**src/kli_pkg.sv**
```systemverilog
// Overview of operation
// - Hardware sets a line's flag while the line shows its chosen level.
// - Reading the flag register clears the flags; no write is needed.
// - After reset the flag and enable registers both read all zeros.
// - With its enable bit clear a line stays an ordinary port pin.
// - Enable bit n gates flag bit n, for positions 0 through 7.
// - Level-select zero detects a low level, one detects a high level.
// - Eight sources share one request, gated by a global keyboard enable.
package kli_pkg;
   localparam int KLI_LINES = 8;
   localparam int KLI_ADDR_W = 8;
   // Indices sit in address bits 9:2, so a byte address is four times an index.
   localparam logic [7:0] KLI_IDX_LEVEL_SELECT = 8'h9C;
   localparam logic [7:0] KLI_IDX_LINE_ENABLE = 8'h9D;
   localparam logic [7:0] KLI_IDX_LINE_FLAGS = 8'h9E;
   localparam logic [7:0] KLI_IDX_GLOBAL_CTRL = 8'h9F;
   localparam logic [7:0] KLI_IDX_IRQ_STATUS = 8'hA0;
   localparam logic [7:0] KLI_IDX_IRQ_ENABLE = 8'hA1;
   localparam logic [7:0] KLI_IDX_IRQ_CLEAR = 8'hA2;
   localparam int KLI_GLOBAL_EN_BIT = 0;
   localparam int KLI_EVT_W = 2;
   localparam int KLI_EVT_KEY_BIT = 0;
   localparam int KLI_EVT_LOST_BIT = 1;
   localparam logic [7:0] KLI_RESET_BYTE = 8'h00;
   localparam logic [1:0] KLI_RESET_EVT = 2'h0;
   localparam logic [31:0] KLI_ZERO_WORD = 32'h0000_0000;
endpackage : kli_pkg

```
**src/kli_sync.sv**
```systemverilog
`timescale 1ns/1ps
`default_nettype none
module kli_sync #(
   parameter int WIDTH = 8
) (
   // Clock and reset
   input wire logic clk_sys,
   input wire logic rst_b,
   // Data
   input wire logic [WIDTH-1:0] async_in,
   output logic [WIDTH-1:0] sync_out
);
   logic [WIDTH-1:0] stage_one;
   logic [WIDTH-1:0] next_stage_one;
   logic [WIDTH-1:0] next_sync_out;

   always_comb begin
      next_stage_one = async_in;
      next_sync_out = stage_one;
   end

   // Reset loads the pulled-up idle level, so no false low is seen after reset.
   always_ff @(posedge clk_sys or negedge rst_b) begin
      if (!rst_b) begin
         stage_one <= '1;
         sync_out <= '1;
      end else begin
         stage_one <= next_stage_one;
         sync_out <= next_sync_out;
      end
   end
endmodule : kli_sync
`default_nettype wire

```
**src/kli_keypad.sv**
```systemverilog
`timescale 1ns/1ps
`default_nettype none
module kli_keypad #(
   parameter int LINES = kli_pkg::KLI_LINES
) (
   // Clock and reset
   input wire logic clk_sys,
   input wire logic rst_b,
   // Wishbone slave
   input wire logic wb_cyc_i,
   input wire logic wb_stb_i,
   input wire logic wb_we_i,
   input wire logic [9:0] wb_adr_i,
   input wire logic [3:0] wb_sel_i,
   input wire logic [31:0] wb_dat_i,
   output logic [31:0] wb_dat_o,
   output logic wb_ack_o,
   // Port lines
   input wire logic [LINES-1:0] port_in,
   output logic [LINES-1:0] key_line_active,
   // Interrupts
   output logic key_irq,
   output logic irq
);
   // Synchronised pins and per-line terms.
   logic [LINES-1:0] port_sync;
   logic [LINES-1:0] level_hit;
   logic [LINES-1:0] new_hit;
   logic [LINES-1:0] lost_hit;
   logic [LINES-1:0] line_request;

   // Registers and their next values.
   logic [LINES-1:0] key_level_select;
   logic [LINES-1:0] next_key_level_select;
   logic [LINES-1:0] key_line_enable;
   logic [LINES-1:0] next_key_line_enable;
   logic [LINES-1:0] key_line_flags;
   logic [LINES-1:0] next_key_line_flags;
   logic keypad_global_irq_enable;
   logic next_keypad_global_irq_enable;
   logic [kli_pkg::KLI_EVT_W-1:0] irq_status;
   logic [kli_pkg::KLI_EVT_W-1:0] next_irq_status;
   logic [kli_pkg::KLI_EVT_W-1:0] irq_enable;
   logic [kli_pkg::KLI_EVT_W-1:0] next_irq_enable;
   logic [31:0] next_wb_dat_o;
   logic next_wb_ack_o;
   logic [LINES-1:0] next_key_line_active;
   logic next_key_irq;
   logic next_irq;

   // Bus decode.
   logic [7:0] reg_index;
   logic access;
   logic wr;
   logic rd;
   logic flags_read;
   logic [LINES-1:0] wr_byte;

   kli_sync #(
      .WIDTH(LINES)
   ) u_sync (
      .clk_sys(clk_sys),
      .rst_b(rst_b),
      .async_in(port_in),
      .sync_out(port_sync)
   );

   // Per-line detection, flag and request terms.
   genvar g;
   generate
      for (g = 0; g < LINES; g++) begin : g_line
         // Selector one means active high.
         assign level_hit[g] = port_sync[g] ~^ key_level_select[g];
         // A level held through the clearing read wins, so no press is lost.
         assign next_key_line_flags[g] = level_hit[g] ||
            (key_line_flags[g] && !flags_read);
         assign new_hit[g] = level_hit[g] && !key_line_flags[g];
         assign lost_hit[g] = level_hit[g] && key_line_flags[g] &&
            !key_line_enable[g];
         assign line_request[g] = key_line_flags[g] &&
            key_line_enable[g];
      end
   endgenerate

   // A request is taken once, in the cycle before its ack.
   always_comb begin
      reg_index = wb_adr_i[9:2];
      access = wb_cyc_i && wb_stb_i && !wb_ack_o;
      wr = access && wb_we_i && wb_sel_i[0];
      rd = access && !wb_we_i;
      flags_read = rd && (reg_index == kli_pkg::KLI_IDX_LINE_FLAGS);
      wr_byte = wb_dat_i[LINES-1:0];
   end

   // Read data stands only beside ack, so the bus idles at zero.
   always_comb begin
      next_wb_ack_o = access;
      next_wb_dat_o = kli_pkg::KLI_ZERO_WORD;
      if (rd) begin
         case (reg_index)
            kli_pkg::KLI_IDX_LEVEL_SELECT: begin
               next_wb_dat_o[LINES-1:0] = key_level_select;
            end
            kli_pkg::KLI_IDX_LINE_ENABLE: begin
               next_wb_dat_o[LINES-1:0] = key_line_enable;
            end
            kli_pkg::KLI_IDX_LINE_FLAGS: begin
               next_wb_dat_o[LINES-1:0] = key_line_flags;
            end
            kli_pkg::KLI_IDX_GLOBAL_CTRL: begin
               next_wb_dat_o[kli_pkg::KLI_GLOBAL_EN_BIT] =
                  keypad_global_irq_enable;
            end
            kli_pkg::KLI_IDX_IRQ_STATUS: begin
               next_wb_dat_o[kli_pkg::KLI_EVT_W-1:0] = irq_status;
            end
            kli_pkg::KLI_IDX_IRQ_ENABLE: begin
               next_wb_dat_o[kli_pkg::KLI_EVT_W-1:0] = irq_enable;
            end
            default: ;
         endcase
      end
   end

   always_ff @(posedge clk_sys or negedge rst_b) begin
      if (!rst_b) begin
         wb_dat_o <= kli_pkg::KLI_ZERO_WORD;
         wb_ack_o <= 1'b0;
      end else begin
         wb_dat_o <= next_wb_dat_o;
         wb_ack_o <= next_wb_ack_o;
      end
   end

   // Software-written control; writes with byte lane 0 off are dropped.
   always_comb begin
      next_key_level_select = key_level_select;
      next_key_line_enable = key_line_enable;
      next_keypad_global_irq_enable = keypad_global_irq_enable;
      next_irq_enable = irq_enable;
      if (wr) begin
         case (reg_index)
            kli_pkg::KLI_IDX_LEVEL_SELECT: begin
               next_key_level_select = wr_byte;
            end
            kli_pkg::KLI_IDX_LINE_ENABLE: begin
               next_key_line_enable = wr_byte;
            end
            kli_pkg::KLI_IDX_GLOBAL_CTRL: begin
               next_keypad_global_irq_enable =
                  wb_dat_i[kli_pkg::KLI_GLOBAL_EN_BIT];
            end
            kli_pkg::KLI_IDX_IRQ_ENABLE: begin
               next_irq_enable = wb_dat_i[kli_pkg::KLI_EVT_W-1:0];
            end
            default: ;
         endcase
      end
   end

   always_ff @(posedge clk_sys or negedge rst_b) begin
      if (!rst_b) begin
         key_level_select <= kli_pkg::KLI_RESET_BYTE[LINES-1:0];
         key_line_enable <= kli_pkg::KLI_RESET_BYTE[LINES-1:0];
         keypad_global_irq_enable <= 1'b0;
         irq_enable <= kli_pkg::KLI_RESET_EVT;
      end else begin
         key_level_select <= next_key_level_select;
         key_line_enable <= next_key_line_enable;
         keypad_global_irq_enable <= next_keypad_global_irq_enable;
         irq_enable <= next_irq_enable;
      end
   end

   // Clear first, then set, so an event in the clearing cycle is kept.
   always_comb begin
      next_irq_status = irq_status;
      if (wr && (reg_index == kli_pkg::KLI_IDX_IRQ_CLEAR)) begin
         next_irq_status = irq_status &
            ~wb_dat_i[kli_pkg::KLI_EVT_W-1:0];
      end
      if (|new_hit) begin
         next_irq_status[kli_pkg::KLI_EVT_KEY_BIT] = 1'b1;
      end
      // A hit on a set, disabled line is kept for software as a lost event.
      if (|lost_hit) begin
         next_irq_status[kli_pkg::KLI_EVT_LOST_BIT] = 1'b1;
      end
   end

   // Flags and event bits share a group because one hit moves both.
   always_ff @(posedge clk_sys or negedge rst_b) begin
      if (!rst_b) begin
         key_line_flags <= kli_pkg::KLI_RESET_BYTE[LINES-1:0];
         irq_status <= kli_pkg::KLI_RESET_EVT;
      end else begin
         key_line_flags <= next_key_line_flags;
         irq_status <= next_irq_status;
      end
   end

   // Lines with a clear enable never reach key_irq; irq still sees their hits through irq_status.
   always_comb begin
      next_key_line_active = key_line_enable;
      next_key_irq = keypad_global_irq_enable &&
         |line_request;
      next_irq = |(irq_status & irq_enable);
   end

   // Every output leaves a flip-flop, so the requests never glitch.
   always_ff @(posedge clk_sys or negedge rst_b) begin
      if (!rst_b) begin
         key_line_active <= '0;
         key_irq <= 1'b0;
         irq <= 1'b0;
      end else begin
         key_line_active <= next_key_line_active;
         key_irq <= next_key_irq;
         irq <= next_irq;
      end
   end
endmodule : kli_keypad
`default_nettype wire

```
**config.mk**
```make
export PLATFORM = sky130hd
export DESIGN_NAME = kli_keypad
export DESIGN_NICKNAME = d
export VERILOG_FILES = /design/src/kli_pkg.sv /design/src/kli_sync.sv /design/src/kli_keypad.sv
export SDC_FILE = /design/constraint.sdc
export NUM_CORES = 1
export LEC_CHECK = 0
export BUFFER_PORTS_ARGS = -buffer_cell sky130_fd_sc_hd__buf_2
export CAP_MARGIN = 0
export CORE_UTILIZATION = 25
export DETAILED_ROUTE_END_ITERATION = 10
export PLACE_DENSITY = 0.52
export SYNTH_ARGS = -nofsm -noshare
export SYNTH_HDL_FRONTEND = slang
export SYNTH_SLANG_ARGS = --single-unit
```
**constraint.sdc**
```tcl
create_clock -name clk_sys -period 2 [get_ports clk_sys]
set_input_delay 0.2 -clock clk_sys [delete_from_list [all_inputs] [get_ports clk_sys]]
set_output_delay 0.2 -clock clk_sys [all_outputs]
set_load 0.02 [all_outputs]
```
Word level (Yosys, flattened, before mapping)
Cells that the tools add are included.
- bitwise operators: 11
- reductions and logical operators: 85
- equality and inequality tests: 7
- muxes and demuxes: 7
- operators by type and width (kind ; count):
    == test 8 bit, second input constant ; 7
    logical AND 1 bit ; 48
    OR reduction 8 bit ; 3
    logical NOT 1 bit ; 19
    one-hot mux 6 bit (3 select lines) ; 1
    logical OR 1 bit ; 8
    two-way mux 8 bit ; 1
    AND reduction 2 bit ; 4
    bitwise XNOR 1 bit ; 8
    one-hot mux 1 bit (6 select lines) ; 1
    one-hot mux 1 bit (5 select lines) ; 1
    AND 2 bit ; 2
    nonzero test 2 bit ; 2
    two-way mux 1 bit ; 2
    two-way mux 2 bit ; 1
    NOT 2 bit ; 1
    OR reduction 2 bit ; 1
- input port bits: 59
- output and inout bits: 43
- register bits: 64

Logic depth before layout (Yosys ltp)
Gate-level depths: netlist of run 1.
- depth in word-level cells: 7
- depth in mapped cells: 7

By module
A second synthesis of run 1 with hierarchy kept.
- cells, all modules: 220
- area, all modules: 2747.6 um^2
- by module, submodules not included (module ; times used ; area each (um^2) ; sequential area each (um^2) ; cells each):
    kli_keypad ; 1 ; 2327.2 ; 1201.2 ; 204
    kli_sync ; 1 ; 420.4 ; 420.4 ; 16

Worst setup path after synthesis of run 1
Ideal clock, no wire load.
- kind: flip-flop to flip-flop
- from: register wb_ack_o
- to: register key_line_enable[7]
- required time: 1.872 ns
- path slack: 0.256 ns
- setup time: 0.128 ns
- data arrival time: 1.617 ns
- cell stages (with the launch flop): 5
- clock period less this slack: 1.744 ns
- cells stage by stage: dfrtp_1 nand3b_1 nor4_2 nand2_1 mux2_1
- word-level cells in the longest chain between the ends: 5
- ends and longest elaborated chain (what ; RTL line ; text):
    start: declaration ; kli_keypad.sv:17 ; output logic wb_ack_o,
    start signal: assignment ; kli_keypad.sv:131 ; wb_ack_o <= next_wb_ack_o;
    logical NOT 1 bit ; kli_keypad.sv:88 ; access = wb_cyc_i && wb_stb_i && !wb_ack_o;
    logical AND 1 bit ; kli_keypad.sv:88 ;
    logical AND 1 bit (2 in series) ; kli_keypad.sv:89 ; wr = access && wb_we_i && wb_sel_i[0];
    AND reduction 2 bit (no source line) ; -- ;
    end signal: assignment ; kli_keypad.sv:164 ; key_line_enable <= kli_pkg::KLI_RESET_BYTE[LINES-1:0];
    end signal: assignment ; kli_keypad.sv:169 ; key_line_enable <= next_key_line_enable;
    end: declaration ; kli_keypad.sv:35 ; logic [LINES-1:0] key_line_enable;
No other way between the ends.
A chain may end at the register's enable or synchronous reset.

Final worst setup path of run 1
- from: register u_sync.sync_out[0]
- to: register irq_status[1] (netlist name)
- word-level cells in the longest chain between the ends: 5
- elaborated cells between the ends (all ways): 6
- those cells by class: mux (1); bitwise (1); reduce/logical (4)
- ends and longest elaborated chain (what ; RTL line ; text):
    start: declaration ; kli_sync.sv:11 ; output logic [WIDTH-1:0] sync_out
    start signal: assignment ; kli_sync.sv:29 ; sync_out <= next_sync_out;
    bitwise XNOR 1 bit (*) ; kli_keypad.sv:73 ; assign level_hit[g] = port_sync[g] ~^ key_level_select[g];
    logical AND 1 bit (*) (2 in series) ; kli_keypad.sv:78 ; assign lost_hit[g] = level_hit[g] && key_line_flags[g] &&
    OR reduction 8 bit (*) ; kli_keypad.sv:186 ; if (|lost_hit) begin
    two-way mux 1 bit or nonzero test 2 bit (tied branches) ; -- ;
    end signal: assignment ; kli_keypad.sv:195 ; irq_status <= kli_pkg::KLI_RESET_EVT;
    end signal: assignment ; kli_keypad.sv:198 ; irq_status <= next_irq_status;
    end: declaration ; kli_keypad.sv:41 ; logic [kli_pkg::KLI_EVT_W-1:0] irq_status;
Mark *: on every way between the ends. The rest lies on a longest branch, timed or not.

==> results of run 1 <==
## worst paths after layout
check,to,start,cells after the start
min in group asynchronous,key_line_active[4],rst_b,2
worst max-delay path,irq_status[1],u_sync.sync_out[0],4
worst max register to register,irq_status[1],u_sync.sync_out[0],4
worst min-delay path,wb_dat_o[0],wb_we_i,2
max in group asynchronous,u_sync.next_sync_out[0],rst_b,3
worst min register to register,u_sync.sync_out[1],u_sync.next_sync_out[1],0
## flip-flops by register name, summed over array words and instances (netlist names), 2 cells and up
register and flops:
irq_enable 2, key_line_flags 8, key_line_active 8, irq_status 2, wb_dat_o 8, key_line_enable 8
u_sync.sync_out 8, u_sync.next_sync_out 8, key_level_select 8
## power breakdown
part / switching, mW / leakage (nW) / internal, mW
clock: 0.461 / 0.0992 / 0.545
combinational: 0.126 / 0.787 / 0.0698
sequential: 0.0123 / 0.790 / 1.33
## cell type report
| class | count | share of cell area (%) |
|---|---|---|
| Tap cell | 136 | 5.02 |
| Sequential cell | 64 | 47.8 |
| Multi-Input combinational cell | 147 | 29.5 |
| Timing Repair Buffer | 65 | 11.9 |
| Inverter | 3 | 0.332 |
| Clock buffer | 13 | 4.98 |
| Clock inverter | 3 | 0.443 |
## worst max-delay path, delay by kind of cell (launching register included)
family           cells  cell delay, ns
AO/OA/AOI/OAI        1            0.28
AND/OR/NAND/NOR      2            0.63
flip-flops           1            0.53
XOR/XNOR             1            0.26
## Yosys cell counts, types with 2 or more instances
cell type	number	area share (%)
nor3b_1	8	2.2
nand3_1	3	0.55
a22oi_1	4	1.1
inv_1	3	0.41
a21oi_1	7	1.3
nand2_1	22	3.0
dfstp_2	16	15
nand2b_1	2	0.46
nor2_1	13	1.8
or4_1	2	0.55
nand3b_1	2	0.55
mux2_2	16	6.6
nor2b_1	2	0.46
mux2_1	3	1.2
xor2_1	8	2.6
clkbuf_1	4	0.55
o22ai_1	3	0.68
mux2i_1	8	2.9
buf_4	24	6.6
dfrtp_1	48	44
## per-layer routing
| metal | part of all wire (%) | up-vias |
|---|---|---|
| met1 | 46 | 860 |
| li1 | - | 856 |
| met4 | 1.7 | 0 |
| met2 | 46 | 63 |
| met3 | 6.3 | 10 |
| met5 | 0 | - |
## cell families after synthesis
| family | share of synthesized area, % |
|---|---|
| flops | 59.0 |
| simple gates | 13.2 |
| buf+inv | 7.70 |
| mux | 11.5 |
| compound gates | 5.87 |
| xor+xnor | 2.55 |
| other cells | 0.136 |
## repair_timing
action / 4_1_cts / 5_1_grt
hold buffers: 9 / 0
buffers inserted: 0 / 0
endpoints found under the hold margin: 20 / 0
==> impl_results.md, run 1 <==
* Die Area at 0.0114 mm2
* Met3 Use GR at 4.62%
* # fillers at 1085
* Critical path startpoint category: register
* # IOs at 102
* Leak at 1.68 nW
* TNS Setup at 0 ns
* Clk pin slew, worst setup/hold paths at 0.07 ns
* Peak Freq at 552 MHz
* All-layer global routing usage at 11.1%
* Post-layout min period at 1.81 ns
* Nets@finish at 349
* Placed cell areas at 0.00312 mm2
* Crit-path slowest cell: or4_1
* Setup violations, final at 0
* Slew Limit Fails at 0
* Maximum vdd ir drop at 0.000273 V
* Most used routing layer: met2
* FP Rows at 37
* Design area at 0.00339 mm2
* Area occupied by multi-input gates at 0.00100 mm2
* Clock sinks at 64
* ANT cells at 0
* Resize count post-CTS at 0
* Main synth FF type: dfrtp_1
* CP arrival at 2.03 ns
* Syn avg cell area at 12.5 um2
* Final worst slack at 0.190 ns
* Number of synthesized flops with an enable pin at 0
* Placed Cells incl. Taps at 406
* Vias post-DR at 1789
* Worst slew pin tran at 0.585 ns
* Pre-CTS setup slack at 0.184 ns
* Vias in the first global route at 1802
* Post-synth cell types at 42
* Register area share after synthesis at 59.0%
* Share of cells above drive strength 1 at 36.6%
* Commonest non-fill, non-tap cells in the layout: buf_2, dfrtp_1, conb_1
* IO Port Bufs at 48
* Drt wl/cell at 13.2 um
* Flop2flop setup slack at 0.19 ns
* CTS buffer count at 9
* RSZ-0062 raised after global routing: no
* DRC viols at 0
* Fraction of registers with async set or reset after synthesis at 100%
* Yosys warns at 0
* Critical path required time at 2.22 ns
* Register bit total from synthesis at 64
* Met2 Use GR at 16.1%
* Max clock buf depth at 2
* Util after Layout at 32.3%
* Hold Crit Class: in2reg
* Final Hold Violating Endpoints at 0
* Slew HR at 61.0%
* Root Buffer: clkbuf_8
* Critical path peak fanout at 3
* Max cap viols at 0
* Initial DRC count at 64
* Die width at 107 um
* Cell-by-cell trace of the critical path: xor2_1 -> nor3b_1 -> or4_1 -> a211o_1
* Post-DP HPWL at 4050 um
* Final non-filler cell total at 431
* CTS tree: yes
* Sequential Area at 0.00162 mm2
* Mapped cell area at 0.00275 mm2
* PnR Total Power at 2.55 mW
* Largest net degree at the start of global routing at 42
* Final Cycle Share at 90.5%
* Area Overhead vs Synth at 23.4%
* Met1 Use GR at 14.4%
* Starting density of the core at 26.1%
* Routability cong. at 0.752
* Antenna Nets Post-Route at 0
* Kind of critical path: reg2reg
* H-tree level count at 3
* First-pass GRT wire length at 9210 um
* Setup Skew at 0.00457 ns
* Outcome: finished, final reports clean
* Worst hold margin at 0.0581 ns
* Post-synthesis instance total at 220
* WL final at 5680 um
* Total gr overflow at 0
* Die Y-Extent at 107 um
* Crit end category: register
* Antenna violations before repair at 0
* Worst skew pair latency at 0.34 ns
* Vias/cell at 4.15
* Pre-Repair DR Iteration Count at 4
* Core area at 0.0105 mm2
* CP peak stage delay at 0.55 ns
* Pwr/cell area at 751 mW/mm2
Note: power is estimated with default switching activity, not from simulation.
==> run 2: changes to the inputs <==
--- a/config.mk
+++ b/config.mk
@@ -7,9 +7,11 @@
 export LEC_CHECK = 0
 export BUFFER_PORTS_ARGS = -buffer_cell sky130_fd_sc_hd__buf_2
 export CAP_MARGIN = 0
+export CORE_MARGIN = 5
 export CORE_UTILIZATION = 25
 export DETAILED_ROUTE_END_ITERATION = 10
 export PLACE_DENSITY = 0.52
+export SETUP_SLACK_MARGIN = 0.3
 export SYNTH_ARGS = -nofsm -noshare
 export SYNTH_HDL_FRONTEND = slang
 export SYNTH_SLANG_ARGS = --single-unit
==> run 2 against run 1 <==
Compared with the run above: wire length grew 9.4%; flip-flop and latch count is the same; critical path depth grew 1; die area grew 16%; register-to-register slack gained 0.08 ns; utilization grew 0.29 points; sequential power is essentially flat; critical endpoint is now irq_status[0]; largest cell class unchanged.
==> impl_results.md, run 2 (synthesized netlist as in run 1, its figures left out) <==
* Max cap viols at 0 (unchanged)
* FP Rows at 38 (+2.7%)
* Worst R2R Start: wb_ack_o
* Clk pin slew, worst setup/hold paths at 0.07 ns (about the same)
* Maximum vdd ir drop at 0.000241 V (-12%)
* RSZ-0062 raised after global routing: yes
* Share of cells above drive strength 1 at 40.8% (+4.2 points)
* Worst slew pin tran at 0.515 ns (-0.0702 ns)
* Setup violations, final at 0 (unchanged)
* All-layer global routing usage at 9.83% (-1.2 points)
* Pwr/cell area at 726 mW/mm2 (-3.3%)
* WL final at 6220 um (+9.4%)
* R2R depth at 5 (+1)
* Slew Limit Fails at 0 (unchanged)
* Antenna violations before repair at 0 (unchanged)
* Post-DP HPWL at 4270 um (+5.2%)
* CP arrival at 1.95 ns (-0.08 ns)
* Starting density of the core at 25.5% (-0.69 points)
* Area Overhead vs Synth at 27.9%
* Largest net degree at the start of global routing at 65 (+55%)
* Worst skew pair latency at 0.34 ns (about the same)
* Die Area at 0.0132 mm2 (+16%)
* Kind of critical path: reg2reg
* Hold Crit Class: in2reg
* Initial DRC count at 41 (-36%)
* Critical path startpoint category: register
* Slew HR at 65.2% (+4.2 points)
* Total gr overflow at 0 (unchanged)
* Routability cong. at 0.761 (+1.2%)
* Area occupied by multi-input gates at 0.00108 mm2 (+8.4%)
* Commonest non-fill, non-tap cells in the layout: buf_2, dfrtp_1, conb_1
* RR Endpoint: irq_status[0]
* Hold path endpoint: wb_dat_o[0]
* Critical path peak fanout at 3 (unchanged)
* Vias post-DR at 1787 (-0.11%)
* Flop2flop setup slack at 0.27 ns (+0.08 ns)
* Final Hold Violating Endpoints at 0 (unchanged)
* Clock sinks at 64 (unchanged)
* Worst Hold Depth at 2 (unchanged)
* DRC viols at 0 (unchanged)
* Vias in the first global route at 1853 (+2.8%)
* Critical path required time at 2.23 ns (about the same)
* CTS buffer count at 9 (unchanged)
* Root Buffer: clkbuf_8
* Max clock buf depth at 2 (unchanged)
* Sequential Area at 0.00162 mm2 (unchanged)
* IO Port Bufs at 48 (unchanged)
* First-pass GRT wire length at 9620 um (+4.4%)
* Leak at 1.71 nW (+2.1%)
* H-tree level count at 3 (unchanged)
* Final worst slack at 0.273 ns (+0.0832 ns)
* Nets@finish at 353 (+1.1%)
* Final Cycle Share at 86.4% (-4.2 points)
* Hold Startpoint: wb_we_i
* # IOs at 102 (unchanged)
* Vias/cell at 4.07 (-1.9%)
* Worst hold margin at 0.0483 ns (-0.00979 ns)
* Die Y-Extent at 115 um (+7.5%)
* Die width at 115 um (+7.5%)
* Pre-Repair DR Iteration Count at 4 (unchanged)
* Core area at 0.0108 mm2 (+2.7%)
* # fillers at 1100 (+1.4%)
* TNS Setup at 0 ns (unchanged)
* CTS tree: yes
* Crit end category: register
* Outcome: finished, final reports clean
* Setup Skew at 0.00650 ns (+0.00192 ns)
* Drt wl/cell at 14.2 um (+7.4%)
* Peak Freq at 579 MHz (+4.8%)
* Post-layout min period at 1.73 ns (-0.0832 ns)
* ANT cells at 0 (unchanged)
* Pre-CTS setup slack at 0.184 ns (+0.000222 ns)
* Antenna Nets Post-Route at 0 (unchanged)
==> run 2: cell types whose count changed in the layout (fill, tap and decap cells not counted), sizes merged <==
cell / previous run / this run
buf: 56 / 60
clkinvlp: 0 / 1
clkinv: 3 / 2
==> run 2: layout make-up <==
cell class              instances  area share [%]
clock buffers                  13            4.52
clock inverters                 3           0.499
inverters                       3           0.321
multi-input cells             147            30.9
flip-flops and latches         64            46.2
well taps                     140            4.99
repair buffers                 69            12.6
==> run 2: per-stage QoR <==
stage / total power [mW] / cell area, um2 / utilization (%) / cells
final: 2.55 / 3510 / 32.6 / 439
after floorplan: 1.50 / 2830 / - / 243
after global routing: 2.68 / 3510 / 32.6 / 439
after global placement: 1.55 / 3120 / 28.9 / 410
after detailed placement: 1.55 / 3120 / 28.9 / 410
after CTS: 2.59 / 3430 / 31.7 / 436
==> run 2: how the worst max path moves through the flow <==
stage | cells after the start | to | start | slack [ns]
3_3_place_gp | 5 | irq_status[0] | wb_adr_i[6] | 0.19
3_5_place_dp | 5 | irq_status[0] | wb_adr_i[6] | 0.18
6_report | 5 | irq_status[0] | wb_ack_o | 0.27
4_1_cts | 5 | key_line_enable[7] | wb_ack_o | 0.28
5_1_grt | 5 | irq_status[0] | wb_ack_o | 0.18
2_1_floorplan | 4 | key_line_enable[7] | wb_ack_o | 0.26
==> run 2: report_power, final <==
part           switching, mW  internal (mW)  leakage (nW)
Combinational          0.128         0.0783         0.832
Clock                  0.484          0.514        0.0894
Sequential            0.0148           1.33         0.790
==> run 2: layer usage <==
metal / part of all wire [%] / wire length, um / up-vias / global-route usage (%)
met4: 3.0 / 185 / 0 / 4.54
li1: - / - / 860 / -
met2: 49 / 3070 / 48 / 16.6
met5: 0 / 0 / - / 0
met1: 42 / 2600 / 863 / 11.3
met3: 5.8 / 362 / 16 / 3.37
==> run 2: worst max-delay path, cell delays in order (launching register included) <==
cell      delay (ns)
dfrtp_1         0.39
nand3b_1        0.21
buf_6           0.15
nor4_4          0.33
nand3_1         0.15
a2111o_1        0.38
==> run 2: repair_timing <==
action | CTS | global route
pin swaps | 1 | 6
endpoints found under the setup margin | 3 | 20
resized for setup | 4 | 12
setup buffers | 1 | 3
hold endpoints to repair | 56 | 0
hold buffers | 9 | 0
